--- config.mk ---
export PLATFORM = sky130hd
export DESIGN_NAME = fcs_host
export DESIGN_NICKNAME = d
export VERILOG_FILES = /design/src/fcs_pkg.sv /design/src/fcs_cyc_if.sv /design/src/fcs_host.sv /design/src/fcs_bus_cycle.sv
export SDC_FILE = /design/constraint.sdc
export NUM_CORES = 1
export LEC_CHECK = 0
export BUFFER_PORTS_ARGS = -buffer_cell sky130_fd_sc_hd__buf_2
export CORE_ASPECT_RATIO = 1.25
export CORE_MARGIN = 10
export CORE_UTILIZATION = 35
export CTS_CLUSTER_SIZE = 28
export DETAILED_ROUTE_END_ITERATION = 12
export REMOVE_ABC_BUFFERS = 1
export SYNTH_ARGS = -nofsm -noshare
export SYNTH_HDL_FRONTEND = slang
export SYNTH_SLANG_ARGS = --single-unit
--- constraint.sdc ---
create_clock -name core_clk_i -period 5.8 [get_ports core_clk_i]
set_input_delay 0 -clock core_clk_i [delete_from_list [all_inputs] [get_ports core_clk_i]]
set_output_delay 0 -clock core_clk_i [all_outputs]
set_load 0.05 [all_outputs]
--- src/fcs_pkg.sv ---
// Constants, opcodes and timing counts shared by the flash command host
package fcs_pkg;

  // ------------------------------------------------------------------
  // Bus widths
  // ------------------------------------------------------------------
  localparam int ADDR_W = 21;
  localparam int DATA_W = 16;

  // ------------------------------------------------------------------
  // Command addresses and command codes
  // ------------------------------------------------------------------
  localparam logic [20:0] ADDR_UNLOCK1     = 21'h000555;
  localparam logic [20:0] ADDR_UNLOCK2     = 21'h0002AA;
  localparam logic [20:0] ADDR_QUERY_SHORT = 21'h000055;
  localparam logic [7:0]  CODE_UNLOCK1     = 8'hAA;
  localparam logic [7:0]  CODE_UNLOCK2     = 8'h55;
  localparam logic [7:0]  CODE_PROGRAM     = 8'hA0;
  localparam logic [7:0]  CODE_SEC_PROGRAM = 8'hA5;
  localparam logic [7:0]  CODE_SEC_LOCK    = 8'h85;
  localparam logic [7:0]  CODE_SEC_ENTER   = 8'h88;
  localparam logic [7:0]  CODE_ERASE_SETUP = 8'h80;
  localparam logic [7:0]  CODE_SECTOR      = 8'h50;
  localparam logic [7:0]  CODE_BLOCK       = 8'h30;
  localparam logic [7:0]  CODE_CHIP        = 8'h10;
  localparam logic [7:0]  CODE_SUSPEND     = 8'hB0;
  localparam logic [7:0]  CODE_RESUME      = 8'h30;
  localparam logic [7:0]  CODE_ID_ENTER    = 8'h90;
  localparam logic [7:0]  CODE_QUERY       = 8'h98;
  localparam logic [7:0]  CODE_EXIT        = 8'hF0;
  localparam logic [15:0] LOCK_DATA        = 16'h0000;

  // ------------------------------------------------------------------
  // Status bits and security identifier map
  // ------------------------------------------------------------------
  localparam int          TOGGLE_BIT      = 6;
  localparam int          LOCK_FLAG_BIT   = 3;
  localparam logic [20:0] SEC_USER_FIRST  = 21'h000008;
  localparam logic [20:0] SEC_USER_LAST   = 21'h000087;
  localparam logic [20:0] SEC_LOCK_STATUS = 21'h0000FF;

  // ------------------------------------------------------------------
  // Timing, derived from a 10 ns clock
  // ------------------------------------------------------------------
  localparam int CLK_PERIOD_PS    = 10000;
  localparam int WRITE_PULSE_NS   = 40;
  localparam int READ_ACCESS_NS   = 80;
  localparam int RESET_PULSE_NS   = 500;
  localparam int RESET_RECOVER_NS = 50;
  localparam int WP_CYC  = (WRITE_PULSE_NS * 1000 + CLK_PERIOD_PS - 1) / CLK_PERIOD_PS;
  localparam int ACC_CYC = (READ_ACCESS_NS * 1000 + CLK_PERIOD_PS - 1) / CLK_PERIOD_PS;
  localparam int RP_CYC  = (RESET_PULSE_NS * 1000 + CLK_PERIOD_PS - 1) / CLK_PERIOD_PS;
  localparam int RH_CYC  = (RESET_RECOVER_NS * 1000 + CLK_PERIOD_PS - 1) / CLK_PERIOD_PS;

  // ------------------------------------------------------------------
  // User operations
  // ------------------------------------------------------------------
  typedef enum logic [3:0] {
    FCS_OP_READ, FCS_OP_PROGRAM, FCS_OP_SEC_PROGRAM, FCS_OP_SEC_LOCK,
    FCS_OP_SECTOR_ERASE, FCS_OP_BLOCK_ERASE, FCS_OP_CHIP_ERASE,
    FCS_OP_SUSPEND, FCS_OP_RESUME, FCS_OP_SEC_ENTER, FCS_OP_ID_ENTER,
    FCS_OP_QUERY_ENTER, FCS_OP_QUERY_SHORT, FCS_OP_EXIT, FCS_OP_EXIT_SHORT,
    FCS_OP_RESET
  } fcs_op_t;

endpackage

--- src/fcs_cyc_if.sv ---
// Single bus cycle request between sequencer and pin engine
`timescale 1ns/1ps
interface fcs_cyc_if;
  logic        req;
  logic        write;
  logic [20:0] addr;
  logic [15:0] wdata;
  logic        done;
  logic [15:0] rdata;
  modport ctrl (output req, write, addr, wdata, input done, rdata);
  modport eng  (input req, write, addr, wdata, output done, rdata);
endinterface

--- src/fcs_host.sv ---
// Host controller that drives a parallel flash through command sequences
`timescale 1ns/1ps
// What this block does
// - User identifier program: AA, 55, A5 prefix, then address and data.
// - Completion of identifier programming is seen by toggle bit polling only.
// - Lock: AA, 55, 85 prefix, then 0000 anywhere; later programming refused.
// - Identifier read mode entered with AA, 55, then 88 at 555.
// - Special modes exit on F0, either full prefix or single write.
// - Word program: AA, 55, A0 prefix, then word address and data.
// - Erase: six writes ending 50 sector, 30 block or 10 chip.
// - Single B0 write suspends erase; single 30 write resumes it.
// - Identification with 90 prefix; query with 98 prefix or 98 at 55.
// - Upper data byte ignored in commands but driven to valid levels.
module fcs_host
  import fcs_pkg::*;
(
  // Clock and reset
  input  wire logic        core_clk_i,
  input  wire logic        reset_n_i,
  // User command port
  input  wire logic        cmd_valid_i,
  output logic             cmd_ready_o,
  input  wire fcs_op_t     cmd_op_i,
  input  wire logic [20:0] cmd_addr_i,
  input  wire logic [15:0] cmd_data_i,
  input  wire logic        protect_boot_i,
  // User answer port
  output logic             rsp_valid_o,
  output logic [15:0]      rsp_data_o,
  output logic             rsp_error_o,
  // Flash pins
  output logic [20:0]      flash_addr_o,
  output logic [15:0]      data_pins_o,
  input  wire logic [15:0] data_pins_i,
  output logic             data_pins_oe_n_o,
  output logic             chip_select_n_o,
  output logic             output_gate_n_o,
  output logic             write_strobe_n_o,
  output logic             hard_reset_n_o,
  output logic             boot_protect_n_o
);

  typedef enum logic [2:0] {
    S_IDLE, S_ISSUE, S_WAIT, S_POLL_ISSUE, S_POLL_WAIT, S_RST_LOW, S_RST_HIGH, S_DONE
  } fcs_state_t;

  fcs_state_t  st_q, st_d;
  fcs_op_t     op_q, op_d;
  logic [20:0] addr_q, addr_d;
  logic [15:0] data_q, data_d, rsp_q, rsp_d;
  logic [2:0]  step_q, step_d;
  logic [7:0]  cnt_q, cnt_d;
  logic        prev_q, prev_d, polled_q, polled_d, err_q, err_d;
  logic        valid_q, valid_d, rst_n_q, rst_n_d, prot_n_q;
  logic [37:0] word;
  logic        needs_poll;

  fcs_cyc_if cyc ();

  // ------------------------------------------------------------------
  // Command sequence table: {last, address, data} for one step
  // ------------------------------------------------------------------
  function automatic logic [37:0] seq_word(input fcs_op_t op, input logic [2:0] step,
                                           input logic [20:0] a, input logic [15:0] d);
    logic [7:0]  code;
    logic [20:0] wa;
    logic [15:0] wd;
    logic        last;
    logic        erase;
    wa    = ADDR_UNLOCK1;
    wd    = {8'h00, CODE_UNLOCK1};
    last  = 1'b0;
    erase = (op == FCS_OP_SECTOR_ERASE) || (op == FCS_OP_BLOCK_ERASE) ||
            (op == FCS_OP_CHIP_ERASE);
    case (op)
      FCS_OP_PROGRAM:     code = CODE_PROGRAM;
      FCS_OP_SEC_PROGRAM: code = CODE_SEC_PROGRAM;
      FCS_OP_SEC_LOCK:    code = CODE_SEC_LOCK;
      FCS_OP_SEC_ENTER:   code = CODE_SEC_ENTER;
      FCS_OP_ID_ENTER:    code = CODE_ID_ENTER;
      FCS_OP_QUERY_ENTER: code = CODE_QUERY;
      default:            code = erase ? CODE_ERASE_SETUP : CODE_EXIT;
    endcase
    case (step)
      3'd0:
        case (op)
          FCS_OP_SUSPEND:     begin wa = a; wd = {8'h00, CODE_SUSPEND}; last = 1'b1; end
          FCS_OP_RESUME:      begin wa = a; wd = {8'h00, CODE_RESUME};  last = 1'b1; end
          FCS_OP_EXIT_SHORT:  begin wa = a; wd = {8'h00, CODE_EXIT};    last = 1'b1; end
          FCS_OP_QUERY_SHORT:
          begin
            wa   = ADDR_QUERY_SHORT;
            wd   = {8'h00, CODE_QUERY};
            last = 1'b1;
          end
          default: ;
        endcase
      3'd1, 3'd4:
      begin
        wa = ADDR_UNLOCK2;
        wd = {8'h00, CODE_UNLOCK2};
      end
      3'd2:
      begin
        wd   = {8'h00, code};
        last = (op == FCS_OP_SEC_ENTER) || (op == FCS_OP_ID_ENTER) ||
               (op == FCS_OP_QUERY_ENTER) || (op == FCS_OP_EXIT);
      end
      3'd3:
        if (!erase)
        begin
          wa   = a;
          wd   = (op == FCS_OP_SEC_LOCK) ? LOCK_DATA : d;
          last = 1'b1;
        end
      default:
      begin
        // Final erase write; flash picks sector or block from high bits
        last = 1'b1;
        case (op)
          FCS_OP_SECTOR_ERASE: begin wa = a; wd = {8'h00, CODE_SECTOR}; end
          FCS_OP_BLOCK_ERASE:  begin wa = a; wd = {8'h00, CODE_BLOCK};  end
          default:             wd = {8'h00, CODE_CHIP};
        endcase
      end
    endcase
    return {last, wa, wd};
  endfunction

  // ------------------------------------------------------------------
  // Cycle request toward the pin engine
  // ------------------------------------------------------------------
  always_comb
  begin
    word       = seq_word(op_q, step_q, addr_q, data_q);
    needs_poll = (op_q == FCS_OP_PROGRAM) || (op_q == FCS_OP_SEC_PROGRAM) ||
                 (op_q == FCS_OP_SEC_LOCK) || (op_q == FCS_OP_SECTOR_ERASE) ||
                 (op_q == FCS_OP_BLOCK_ERASE) || (op_q == FCS_OP_CHIP_ERASE);
    cyc.req    = (st_q == S_ISSUE) || (st_q == S_POLL_ISSUE);
    cyc.write  = (st_q == S_ISSUE) && (op_q != FCS_OP_READ);
    cyc.addr   = cyc.write ? word[36:16] : addr_q;
    cyc.wdata  = word[15:0];                         // Upper byte held low except for step 3 user data
  end

  // ------------------------------------------------------------------
  // Sequencer next state
  // ------------------------------------------------------------------
  always_comb
  begin
    st_d = st_q; op_d = op_q; addr_d = addr_q; data_d = data_q; step_d = step_q;
    cnt_d = cnt_q; prev_d = prev_q; polled_d = polled_q; err_d = err_q;
    rsp_d = rsp_q; rst_n_d = rst_n_q; valid_d = 1'b0;
    case (st_q)
      S_IDLE:
        if (cmd_valid_i)
        begin
          op_d   = cmd_op_i;
          addr_d = cmd_addr_i;
          data_d = cmd_data_i;
          step_d = 3'd0;
          err_d  = 1'b0;
          if (cmd_op_i == FCS_OP_RESET)
          begin
            rst_n_d = 1'b0;                          // Abort flash state
            cnt_d   = 8'(RP_CYC - 1);
            st_d    = S_RST_LOW;
          end
          else if (cmd_op_i == FCS_OP_SEC_PROGRAM &&
                   (cmd_addr_i < SEC_USER_FIRST || cmd_addr_i > SEC_USER_LAST))
          begin
            err_d = 1'b1;                            // Outside user segment
            st_d  = S_DONE;
          end
          else st_d = S_ISSUE;
        end
      S_ISSUE: st_d = S_WAIT;
      S_WAIT:
        if (cyc.done)
        begin
          if (op_q == FCS_OP_READ)
          begin
            rsp_d = cyc.rdata;
            st_d  = S_DONE;
          end
          else if (word[37])
          begin
            polled_d = 1'b0;
            st_d     = needs_poll ? S_POLL_ISSUE : S_DONE;
          end
          else
          begin
            step_d = step_q + 3'd1;
            st_d   = S_ISSUE;
          end
        end
      S_POLL_ISSUE: st_d = S_POLL_WAIT;
      S_POLL_WAIT:
        if (cyc.done)
        begin
          // Two equal toggle reads in a row mean the operation ended
          if (polled_q && cyc.rdata[TOGGLE_BIT] == prev_q)
          begin
            rsp_d = cyc.rdata;
            st_d  = S_DONE;
          end
          else
          begin
            prev_d   = cyc.rdata[TOGGLE_BIT];
            polled_d = 1'b1;
            st_d     = S_POLL_ISSUE;
          end
        end
      S_RST_LOW:
        if (cnt_q == 8'h00)
        begin
          rst_n_d = 1'b1;
          cnt_d   = 8'(RH_CYC - 1);
          st_d    = S_RST_HIGH;
        end
        else cnt_d = cnt_q - 8'h01;
      S_RST_HIGH:
        if (cnt_q == 8'h00) st_d = S_DONE;
        else cnt_d = cnt_q - 8'h01;
      S_DONE:
      begin
        valid_d = 1'b1;
        st_d    = S_IDLE;
      end
      default: st_d = S_IDLE;
    endcase
  end

  // ------------------------------------------------------------------
  // Sequencer registers
  // ------------------------------------------------------------------
  always_ff @(posedge core_clk_i or negedge reset_n_i)
  begin
    if (!reset_n_i)
    begin
      st_q <= S_IDLE; op_q <= FCS_OP_READ; addr_q <= 21'h000000; data_q <= 16'h0000;
      step_q <= 3'd0; cnt_q <= 8'h00; prev_q <= 1'b0; polled_q <= 1'b0;
      err_q <= 1'b0; rsp_q <= 16'h0000; rst_n_q <= 1'b1; valid_q <= 1'b0;
      prot_n_q <= 1'b1;
    end
    else
    begin
      st_q <= st_d; op_q <= op_d; addr_q <= addr_d; data_q <= data_d;
      step_q <= step_d; cnt_q <= cnt_d; prev_q <= prev_d; polled_q <= polled_d;
      err_q <= err_d; rsp_q <= rsp_d; rst_n_q <= rst_n_d; valid_q <= valid_d;
      prot_n_q <= ~protect_boot_i;                   // Boot block guard pin
    end
  end

  // Answer and pin outputs
  assign cmd_ready_o      = (st_q == S_IDLE);
  assign rsp_valid_o      = valid_q;
  assign rsp_data_o       = rsp_q;
  assign rsp_error_o      = err_q;
  assign hard_reset_n_o   = rst_n_q;
  assign boot_protect_n_o = prot_n_q;

  // Pin engine
  fcs_bus_cycle u_cycle (
    .core_clk_i       (core_clk_i),
    .reset_n_i        (reset_n_i),
    .cyc              (cyc.eng),
    .flash_addr_o     (flash_addr_o),
    .data_pins_o      (data_pins_o),
    .data_pins_i      (data_pins_i),
    .data_pins_oe_n_o (data_pins_oe_n_o),
    .chip_select_n_o  (chip_select_n_o),
    .output_gate_n_o  (output_gate_n_o),
    .write_strobe_n_o (write_strobe_n_o)
  );
endmodule

--- src/fcs_bus_cycle.sv ---
// Pin engine: one asynchronous read or write cycle on the flash pins
`timescale 1ns/1ps
module fcs_bus_cycle
  import fcs_pkg::*;
(
  // Clock and reset
  input  wire logic        core_clk_i,
  input  wire logic        reset_n_i,
  // Cycle request
  fcs_cyc_if.eng           cyc,
  // Flash pins
  output logic [20:0]      flash_addr_o,
  output logic [15:0]      data_pins_o,
  input  wire logic [15:0] data_pins_i,
  output logic             data_pins_oe_n_o,
  output logic             chip_select_n_o,
  output logic             output_gate_n_o,
  output logic             write_strobe_n_o
);

  typedef enum logic [1:0] {E_IDLE, E_SETUP, E_PULSE, E_HOLD} fcs_eng_t;

  fcs_eng_t    st_q, st_d;
  logic [7:0]  cnt_q, cnt_d;
  logic        wr_q, wr_d, cs_n_q, cs_n_d, og_n_q, og_n_d, ws_n_q, ws_n_d;
  logic        oe_n_q, oe_n_d, done_q, done_d;
  logic [20:0] addr_q, addr_d;
  logic [15:0] wdat_q, wdat_d, rdat_q, rdat_d;

  // ------------------------------------------------------------------
  // Next state of the cycle
  // ------------------------------------------------------------------
  always_comb
  begin
    st_d = st_q; cnt_d = cnt_q; wr_d = wr_q; addr_d = addr_q; wdat_d = wdat_q;
    rdat_d = rdat_q; cs_n_d = cs_n_q; og_n_d = og_n_q; ws_n_d = ws_n_q;
    oe_n_d = oe_n_q; done_d = 1'b0;
    case (st_q)
      E_IDLE:
        if (cyc.req)
        begin
          wr_d   = cyc.write;
          addr_d = cyc.addr;
          wdat_d = cyc.wdata;
          cs_n_d = 1'b0;
          oe_n_d = ~cyc.write;          // Drive data only for writes
          st_d   = E_SETUP;
        end
      E_SETUP:
      begin
        if (wr_q)
        begin
          ws_n_d = 1'b0;                // Gate stays high while writing
          cnt_d  = 8'(WP_CYC - 1);
        end
        else
        begin
          og_n_d = 1'b0;
          cnt_d  = 8'(ACC_CYC - 1);
        end
        st_d = E_PULSE;
      end
      E_PULSE:
        if (cnt_q == 8'h00)
        begin
          ws_n_d = 1'b1;
          og_n_d = 1'b1;
          if (!wr_q) rdat_d = data_pins_i;
          st_d = E_HOLD;
        end
        else cnt_d = cnt_q - 8'h01;
      E_HOLD:
      begin
        cs_n_d = 1'b1;
        oe_n_d = 1'b1;
        done_d = 1'b1;
        st_d   = E_IDLE;
      end
      default: st_d = E_IDLE;
    endcase
  end

  // ------------------------------------------------------------------
  // Cycle registers
  // ------------------------------------------------------------------
  always_ff @(posedge core_clk_i or negedge reset_n_i)
  begin
    if (!reset_n_i)
    begin
      st_q <= E_IDLE; cnt_q <= 8'h00; wr_q <= 1'b0; addr_q <= 21'h000000;
      wdat_q <= 16'h0000; rdat_q <= 16'h0000; cs_n_q <= 1'b1; og_n_q <= 1'b1;
      ws_n_q <= 1'b1; oe_n_q <= 1'b1; done_q <= 1'b0;
    end
    else
    begin
      st_q <= st_d; cnt_q <= cnt_d; wr_q <= wr_d; addr_q <= addr_d;
      wdat_q <= wdat_d; rdat_q <= rdat_d; cs_n_q <= cs_n_d; og_n_q <= og_n_d;
      ws_n_q <= ws_n_d; oe_n_q <= oe_n_d; done_q <= done_d;
    end
  end

  // Pins and answers straight from flops
  assign flash_addr_o     = addr_q;
  assign data_pins_o      = wdat_q;
  assign data_pins_oe_n_o = oe_n_q;
  assign chip_select_n_o  = cs_n_q;
  assign output_gate_n_o  = og_n_q;
  assign write_strobe_n_o = ws_n_q;
  assign cyc.done         = done_q;
  assign cyc.rdata        = rdat_q;
endmodule

## Word level (Yosys, flattened, before mapping)

Index checks and enable logic that the tools add are counted.

| cells by class | value |
|---|---|
| add/subtract/negate cells | 3 |
| mux-type cells | 71 |
| order comparisons | 2 |
| eq/ne operators | 49 |
| bitwise logic cells | 4 |
| reductions and logical operators | 47 |

Operators by type and width:

| kind | number |
|---|---|
| two-way mux 16 bit | 6 |
| case mux 21 bit (4 select lines) | 1 |
| case mux 16 bit (4 select lines) | 1 |
| two-way mux 21 bit | 3 |
| two-way mux 3 bit | 16 |
| case mux 21 bit (2 select lines) | 1 |
| case mux 7 bit (6 select lines) | 1 |
| two-way mux 8 bit | 5 |
| equality test 4 bit, second input constant | 8 |
| case mux 16 bit (2 select lines) | 1 |
| case mux 8 bit (4 select lines) | 1 |
| != test 2 bit, second input constant | 13 |
| case mux 3 bit (8 select lines) | 1 |
| case mux 8 bit (3 select lines) | 1 |
| > comparator 21 x 8 -> 1 bit, second input constant | 1 |
| < comparator 21 x 4 -> 1 bit, second input constant | 1 |
| two-way mux 1 bit | 19 |
| equality test 4 x 3 -> 1 bit, second input constant | 4 |
| logical NOT 8 bit | 2 |
| case mux 8 bit (2 select lines) | 1 |
| subtractor 8 x 1 -> 8 bit, second input constant | 2 |
| equality test 3 bit, second input constant | 5 |
| AND reduction 5 bit | 3 |
| case mux 7 bit (2 select lines) | 1 |
| other kinds (31) | 78 |

| word-level totals | value |
|---|---|
| register bits after elaboration | 146 |
| bits of input ports | 61 |

## Depth between registers and ports, before layout

Gate-level depths: netlist (run 1).

| depth | value |
|---|---|
| depth after elaboration | 11 |
| mapped depth | 9 |
| gate-level depth less buffers | 8 |

## Modules after synthesis

Synthesis (run 1) repeated with hierarchy kept, for this count alone.

| unflattened totals | value |
|---|---|
| cells, all modules | 712 |
| area total of the unflattened synthesis | 7272.0 sq um |

Modules (own cells, without submodules):

| module | instances | cells each | seq. area each (sq um) | area an instance (sq um) |
|---|---|---|---|---|
| fcs_host | 1 | 507 | 1929.4 | 4400.5 |
| fcs_bus_cycle | 1 | 205 | 1731.7 | 2871.5 |

## Least setup slack after synthesis (run 1)

OpenSTA, ideal clock, no wires.

| timing | value |
|---|---|
| path kind | register to register |
| from | register st_q[0] |
| to | register step_q[0] |
| cell stages (with the launch flop) | 8 |
| arrival | 2805 ps |
| slack | 2870 ps |
| library setup time | 125 ps |
| period minus slack after synthesis | 2930 ps |
| buffers on the path | 2 |
| required time | 5675 ps |
| path through | dfrtp_1 clkbuf_1 nor3_1 and2_1 buf_2 a21oi_1 a211oi_2 mux2_4 |

| on the way | value |
|---|---|
| word-level cells in the longest chain between the ends | 3 |
| elaborated cells on any way between the ends | 9 |
| those cells by class | 5 x eq/ne; 1 x mux; 3 x reduce/logical |

RTL lines:

| element | line | text |
|---|---|---|
| start, declared | fcs_host.sv:47 | `fcs_state_t st_q, st_d;` |
| start signal, assigned | fcs_host.sv:247 | `st_q <= st_d; op_q <= op_d; addr_q <= addr_d; data_q <= data_d;` |
| logical NOT 3 bit (*) | - |  |
| named net cmd_ready_o | fcs_host.sv:22 | `output logic cmd_ready_o,` |
| != test 2 bit (no line) or nonzero test 2 bit (tied branches) | - |  |
| AND reduction 5 bit (no line) | - |  |
| end signal, assigned | fcs_host.sv:248 | `step_q <= step_d; cnt_q <= cnt_d; prev_q <= prev_d; polled_q <= polled_d;` |
| end, declared | fcs_host.sv:51 | `logic [2:0] step_q, step_d;` |

Mark *: on every way through the listed nets, which the timed path passes. The rest lies on a longest branch.
A chain may end at the register's enable or synchronous reset.

## Worst setup path in the final report (run 1)

| timing | value |
|---|---|
| from | register op_q[1] |
| to | register rsp_q[3] (netlist: rsp_data_o[3]) |

| on the way | value |
|---|---|
| word-level cells in the longest chain between the ends | 3 |

RTL lines:

| element | line | text |
|---|---|---|
| start, declared | fcs_host.sv:48 | `fcs_op_t op_q, op_d;` |
| start signal, assigned | fcs_host.sv:247 |  |
| logical NOT 4 bit | fcs_host.sv:180 | `if (op_q == FCS_OP_READ)` |
| != test 2 bit (no line) | - |  |
| AND reduction 5 bit (no line) | - |  |
| end signal, assigned | fcs_host.sv:249 | `err_q <= err_d; rsp_q <= rsp_d; rst_n_q <= rst_n_d; valid_q <= valid_d;` |
| end, declared | fcs_host.sv:50 | `logic [15:0] data_q, data_d, rsp_q, rsp_d;` |

No other way between the ends.

==> flow_summary.yaml, run 1 <==
synth:
  yosysTopAreaCellShare: 0.521
  synth_top_cells_by_area: "sky130_fd_sc_hd__dfrtp_1, sky130_fd_sc_hd__nand2_1, sky130_fd_sc_hd__mux2_2"
  synth_top_area_cell: "sky130_fd_sc_hd__dfrtp_1"
  post_synth_num_cell_types: 62
  synth_commonest_cells: "sky130_fd_sc_hd__nand2_1, sky130_fd_sc_hd__dfrtp_1, sky130_fd_sc_hd__nor2_1"
  synthesis.yosys.warnings: 0
  cells_after_synthesis: 657
  postSynthAreaPerCell_sq_um: 10.2
  synth_edf_count: 0
  synth.cell_area_sq_um: 6720
  synthFlopType: "sky130_fd_sc_hd__dfrtp_1"
  ys_async_sr_fraction: 1.00
  synth_seq_cells: 146
  yosysSeqAreaShare: 0.545
  yosys.cell_count.top_type: "sky130_fd_sc_hd__nand2_1"
cts:
  tritoncts: "yes"
  clock_insertion_delay_at_the_later_pin_of_the_skew_report_ns: 0.42
  clock_tree.root_cell: "sky130_fd_sc_hd__clkbuf_16"
  cts_htree_levels: 4
  cts_hold_repair.buffers: 59
  post-cts-setup-buffers: 0
  cts_clk_pin_slew_worst_paths_ns: 0.06
  clock_sinks: 146
  tritoncts.num_buffers: 17
  ctsResizeCount: 0
  clock_path_buffers: 2
global_route:
  grt.total_usage: 0.142
  grt_max_degree: 83
  via_count_of_the_first_global_routing_pass: 5605
  gr-total-overflow: 0
  grt_first_pass_wirelength_um: 28700
  antenna_found_initial: 0
timing:
  fmax_mhz: 373
  post-route-min-period_ns: 2.68
  relSlewSlack: 0.322
  worst-slew-pin-transition_ns: 1.01
  hold_ws_ns: 0.0466
  rsz0062_at_grt: "false"
  postLayoutSetupSlackWorst_ns: 3.12
  timing.setup.tns_ns: 0
  skew_ns: 0.00808
  setup_viol: 0
  slew_viol_final: 0
  finalHoldViolations: 0
  post-route-period-util: 0.462
setup_path:
  start_kind: "flop"
  critical_path.reg2reg.startpoint: "op_q[1]"
  crit_type: "flop to flop"
  cp_capture_type: "flop"
  r2r_slack_ns: 3.12
  arrival_ns: 2.98
  critPathRequiredTime_ns: 6.10
  critPathLaunch: "op_q[1]"
  critical_path.max_fanout: 16
die:
  core_area_sq_um: 18800
  io_pins: 123
  placement_rows: 56
  initial_core_utilization: 0.356
  chipHeight_um: 175
  dieWidth_um: 144
  die_area_sq_um: 25200
placed_design:
  count_of_input_and_output_buffers: 122
  place_hpwl_um: 11900
  post-place-ws_ns: 3.08
  routabilityCongestion: 0.903
hold_path:
  hold_start: "cmd_valid_i"
  worst_hold_path_type: "primary input to flop"
run:
  drv_cap: 0
power_and_ir_drop:
  cellLeakagePower_nw: 4.13
  p_per_area_nw_per_um2: 583
  power_mw: 5.10
  peakVddDrop_mv: 0.345
routing:
  overall_routed_net_length_um: 17300
  vias: 5396
  number_of_vias_per_cell: 5.02
  detailedRoute.firstPassIterationCount: 4
  detail-route-antenna-nets: 0
  drtIter0Drc: 249
  drc: 0
  detail_route.wl_per_cell_um: 16.1
cells_and_area:
  fillers: 1733
  antennaDiodeCount: 0
  final_layout_size_suffix_gt1_frac: 0.243
  layout.nets: 903
  areaGrowthSynthToFinish_pct: 30.1
run_status:
  run_status: "completed"
==> layout by cell type (no fill, tap or decap), types with 4 or more instances in the layout <==
cell                            count
sky130_fd_sc_hd__buf_2            121
sky130_fd_sc_hd__nand2_1          153
sky130_fd_sc_hd__buf_4              4
sky130_fd_sc_hd__nor4_1             6
sky130_fd_sc_hd__dfstp_2            6
sky130_fd_sc_hd__a2111oi_0          4
sky130_fd_sc_hd__nand3_1            8
sky130_fd_sc_hd__nor2b_1           11
sky130_fd_sc_hd__dfrtp_1          140
sky130_fd_sc_hd__and2_1             5
sky130_fd_sc_hd__a22o_1            23
sky130_fd_sc_hd__xnor2_1            7
sky130_fd_sc_hd__nor3_1            13
sky130_fd_sc_hd__inv_1             15
sky130_fd_sc_hd__nor2_1            44
sky130_fd_sc_hd__or3_1              5
sky130_fd_sc_hd__a31oi_1            7
sky130_fd_sc_hd__nand2b_1           6
sky130_fd_sc_hd__o211ai_1           5
sky130_fd_sc_hd__clkbuf_16         17
sky130_fd_sc_hd__o221a_2            5
sky130_fd_sc_hd__mux2_2            23
sky130_fd_sc_hd__clkinv_4           4
sky130_fd_sc_hd__o21ai_0           18
sky130_fd_sc_hd__a21oi_1           30
sky130_fd_sc_hd__o22ai_1            4
sky130_fd_sc_hd__mux2i_1            4
sky130_fd_sc_hd__dlygate4sd3_1     59
sky130_fd_sc_hd__ha_1              13
sky130_fd_sc_hd__mux2_1            10
sky130_fd_sc_hd__a221o_1            8
==> sequential cells by signal, summed over array words and instances, names as in the netlist, 2 cells and up <==
| register | flops |
|---|---|
| addr_q | 21 |
| cnt_q | 8 |
| data_q | 16 |
| op_q | 4 |
| rsp_data_o | 16 |
| st_q | 3 |
| step_q | 3 |
| u_cycle.cnt_q | 8 |
| u_cycle.cyc.rdata | 16 |
| u_cycle.data_pins_o | 16 |
| u_cycle.flash_addr_o | 21 |
| u_cycle.st_q | 2 |
==> worst paths after layout <==
kind                                  to  cells after the start
setup / recovery           rsp_data_o[3]                      5
hold / removal                  cnt_q[3]                      4
setup reg to reg           rsp_data_o[3]                      5
hold reg to reg               data_q[10]                      2
max in group asynchronous      step_q[1]                      3
min in group asynchronous     addr_q[11]                      2
==> area by class of cell <==
cell class | count | area, sq um | area share
Multi-Input combinational cell | 464 | 2870 | 0.328
Tap cell | 232 | 290 | 0.0332
Inverter | 15 | 56.3 | 0.00644
Sequential cell | 146 | 3660 | 0.419
Timing Repair Buffer | 185 | 1240 | 0.142
Clock buffer | 19 | 453 | 0.0518
Clock inverter | 13 | 174 | 0.0199
==> through the flow <==
step | cell area, sq um | util | cells
6_report | 8740 | 0.464 | 1074
5_1_grt | 8740 | 0.464 | 1074
4_1_cts | 8740 | 0.464 | 1074
3_5_place_dp | 7520 | 0.399 | 983
3_3_place_gp | 7520 | 0.399 | 983
2_1_floorplan | 6580 | - | 625
==> cells by family after synthesis <==
group                    after synthesis  synth area share
AND/OR/NAND/NOR                      273             0.183
flip-flops                           146             0.545
AO/OA/AOI/OAI                        129             0.141
buffers and inverters                 47            0.0285
multiplexers                          39            0.0657
adder cells (fa/ha/maj)               13            0.0242
XOR/XNOR                              10            0.0130
==> layer usage <==
layer	routed length (um)	up-vias	global-route usage
met5	0	-	0
met4	364	0	0.0584
met3	884	25	0.0309
met2	8580	129	0.235
met1	7430	2597	0.174
li1	-	2645	-
==> worst max-delay path: stages (launching register included) <==
cell and delay, ns:
sky130_fd_sc_hd__dfrtp_1 0.55, sky130_fd_sc_hd__or2_2 0.41, sky130_fd_sc_hd__nor3_2 0.21, sky130_fd_sc_hd__nand2_1 0.15, sky130_fd_sc_hd__a21boi_2 0.82, sky130_fd_sc_hd__mux2_2 0.42
==> where the power goes <==
| group | internal (mW) | leakage, nW | switching (mW) | total [mW] |
|---|---|---|---|---|
| logic | 0.719 | 2.03 | 1.41 | 2.13 |
| clock network | 0.706 | 0.297 | 0.437 | 1.14 |
| registers | 1.47 | 1.80 | 0.350 | 1.82 |
| total | 2.90 | 4.13 | 2.20 | 5.10 |
(Power assumes the default switching activity.)
==> run 2, diff against run 1 <==
==> constraint.sdc (replaced) <==
create_clock -name core_clk_i -period 2.7 [get_ports core_clk_i]
set_input_delay 0 -clock core_clk_i [delete_from_list [all_inputs] [get_ports core_clk_i]]
set_output_delay 0 -clock core_clk_i [all_outputs]
set_load 0.05 [all_outputs]
==> run 2 against run 1 <==
Net effect: clock-buffer cell count fell by 1; flip-flop and latch count did not move; die area did not move; sequential share of layout area fell by 0.51 points; clock skew rose by 0.0024 ns; global-route usage rose by 0.57 points; non-clock buffer count rose by 14; clock power rose by 120%; final cell count rose by 1.3%; critical endpoint is now step_q[2]; largest cell class unchanged.
==> flow_summary.yaml, run 2 (synthesis results as in run 1) <==
run_status:
  run_status: "completed"
power_and_ir_drop:
  cellLeakagePower_nw: 4.20
  peakVddDrop_mv: 0.633
  p_per_area_nw_per_um2: 1250
timing:
  worst-slew-pin-transition_ns: 0.766
  post-route-period-util: 0.888
  skew_ns: 0.0105
  postLayoutSetupSlackWorst_ns: 0.303
  relSlewSlack: 0.489
  hold_ws_ns: 0.0971
  slew_viol_final: 0
  rsz0062_at_grt: "false"
  fmax_mhz: 417
  setup_viol: 0
  finalHoldViolations: 0
  post-route-min-period_ns: 2.40
die:
  core_area_sq_um: 18800
  initial_core_utilization: 0.356
  placement_rows: 56
  io_pins: 123
  dieWidth_um: 144
  die_area_sq_um: 25200
  chipHeight_um: 175
cts:
  clock_sinks: 146
  clock_path_buffers: 2
  ctsResizeCount: 0
  tritoncts.num_buffers: 17
  clock_insertion_delay_at_the_later_pin_of_the_skew_report_ns: 0.43
  clock_tree.root_cell: "sky130_fd_sc_hd__clkbuf_16"
  cts_htree_levels: 4
  tritoncts: "yes"
  cts_clk_pin_slew_worst_paths_ns: 0.06
  post-cts-setup-buffers: 0
global_route:
  grt.total_usage: 0.148
  grt_first_pass_wirelength_um: 29800
  grt_max_degree: 70
  via_count_of_the_first_global_routing_pass: 5831
  gr-total-overflow: 0
  antenna_found_initial: 0
placed_design:
  place_area_sq_um: 7630
  dp_cells: 996
  post-place-ws_ns: 0.339
  routabilityCongestion: 0.894
  count_of_input_and_output_buffers: 122
  place_hpwl_um: 12500
setup_path:
  critical_path.max_fanout: 9
  timing.critical_path.slowest_stage_cell: "sky130_fd_sc_hd__dfrtp_1"
  crit_type: "flop to flop"
  start_kind: "flop"
  arrival_ns: 2.70
  critical_path_buf_inv_count: 1
  family_of_cells_with_the_greatest_summed_delay_on_the_critical_path: "compound AO/OA/AOI/OAI gates"
  cpPeakStageDelay_ns: 0.43
  cp_capture_type: "flop"
  critPathRequiredTime_ns: 3.00
  crit_path_cell_trace: "inv_1 -> ha_1 -> nand2b_1 -> o22ai_2 -> a21oi_2 -> a41oi_2 -> a211oi_2 -> mux2_4"
routing:
  drc: 0
  wl_met3_um: 883
  overall_routed_net_length_um: 17900
  drtIter0Drc: 366
  detail-route-antenna-nets: 0
  number_of_vias_per_cell: 5.05
  detail_route.wl_per_cell_um: 16.5
  detailedRoute.firstPassIterationCount: 6
  routedLengthMet1_um: 7590
  wl_met2_um: 8930
  highest_layer: "met4"
  vias: 5497
cells_and_area:
  final_layout_size_suffix_gt1_frac: 0.255
  final_design_instance_area_without_fill_sq_um: 8850
  layoutNonFillerInstCount: 1088
  antennaDiodeCount: 0
  most-common-layout-cells: "sky130_fd_sc_hd__nand2_1, sky130_fd_sc_hd__dfrtp_1, sky130_fd_sc_hd__buf_2, sky130_fd_sc_hd__dlygate4sd3_1, sky130_fd_sc_hd__nor2_1"
  mostFrequentLayoutCell: "sky130_fd_sc_hd__nand2_1"
  areaGrowthSynthToFinish_pct: 31.7
  layout.nets: 917
  util_after_layout: 0.469
run:
  drv_cap: 0
hold_path:
  worst_hold_path_type: "primary input to asynchronous set/reset pin"
## run 2: changes by cell type in the layout (fill, tap and decap cells not counted)
cell                            delta
sky130_fd_sc_hd__buf_12            +1
sky130_fd_sc_hd__buf_4            +12
sky130_fd_sc_hd__clkbuf_8          -1
sky130_fd_sc_hd__clkinv_2          +3
sky130_fd_sc_hd__clkinv_4          -4
sky130_fd_sc_hd__clkinvlp_4        -1
sky130_fd_sc_hd__dlygate4sd3_1     +1
sky130_fd_sc_hd__inv_6             +2
sky130_fd_sc_hd__inv_8             +1
## run 2: timing repair
action                                  CTS  global route
hold buffers                             60             0
endpoints found under the setup margin    0             0
hold endpoints to repair                114             0
## run 2: area by class of cell
type	instances	area, sq um
fillers	1770	10000
flip-flops and latches	146	3660
multi-input cells	464	2870
repair buffers	199	1360
clock buffers	18	439
well taps	232	290
clock inverters	14	175
inverters	15	56.3
## run 2: where the power goes
| part | internal (mW) | switching [mW] |
|---|---|---|
| Sequential | 3.16 | 0.693 |
| Clock | 1.49 | 0.973 |
| Combinational | 1.61 | 3.14 |
| Total | 6.26 | 4.80 |
## run 2: worst paths after layout
path / slack, ns / cells past startpoint / start / end
worst max-delay path: 0.30 / 8 / step_q[0] / step_q[2]
worst min-delay path: 0.1 / 2 / reset_n_i / data_q[2]
worst max register to register: 0.30 / 8 / step_q[0] / step_q[2]
worst min register to register: 0.47 / 2 / data_q[10] / data_q[10]
max in group asynchronous: 1.81 / 3 / reset_n_i / u_cycle.data_pins_oe_n_o
min in group core_clk_i: 0.23 / 3 / protect_boot_i / boot_protect_n_o
## run 2: routing by layer
metal,track usage,vias up
li1,-,2671
met3,0.0380,35
met4,0.0725,0
met1,0.175,2646
met2,0.242,145
met5,0,-
## run 2: per-stage QoR
stage	total power, mW	TNS, ns
after global placement	8.52	0
final	11.1	0
after detailed placement	8.60	0
after floorplan	7.23	-19.61
after global routing	11.8	0
after CTS	11.2	0
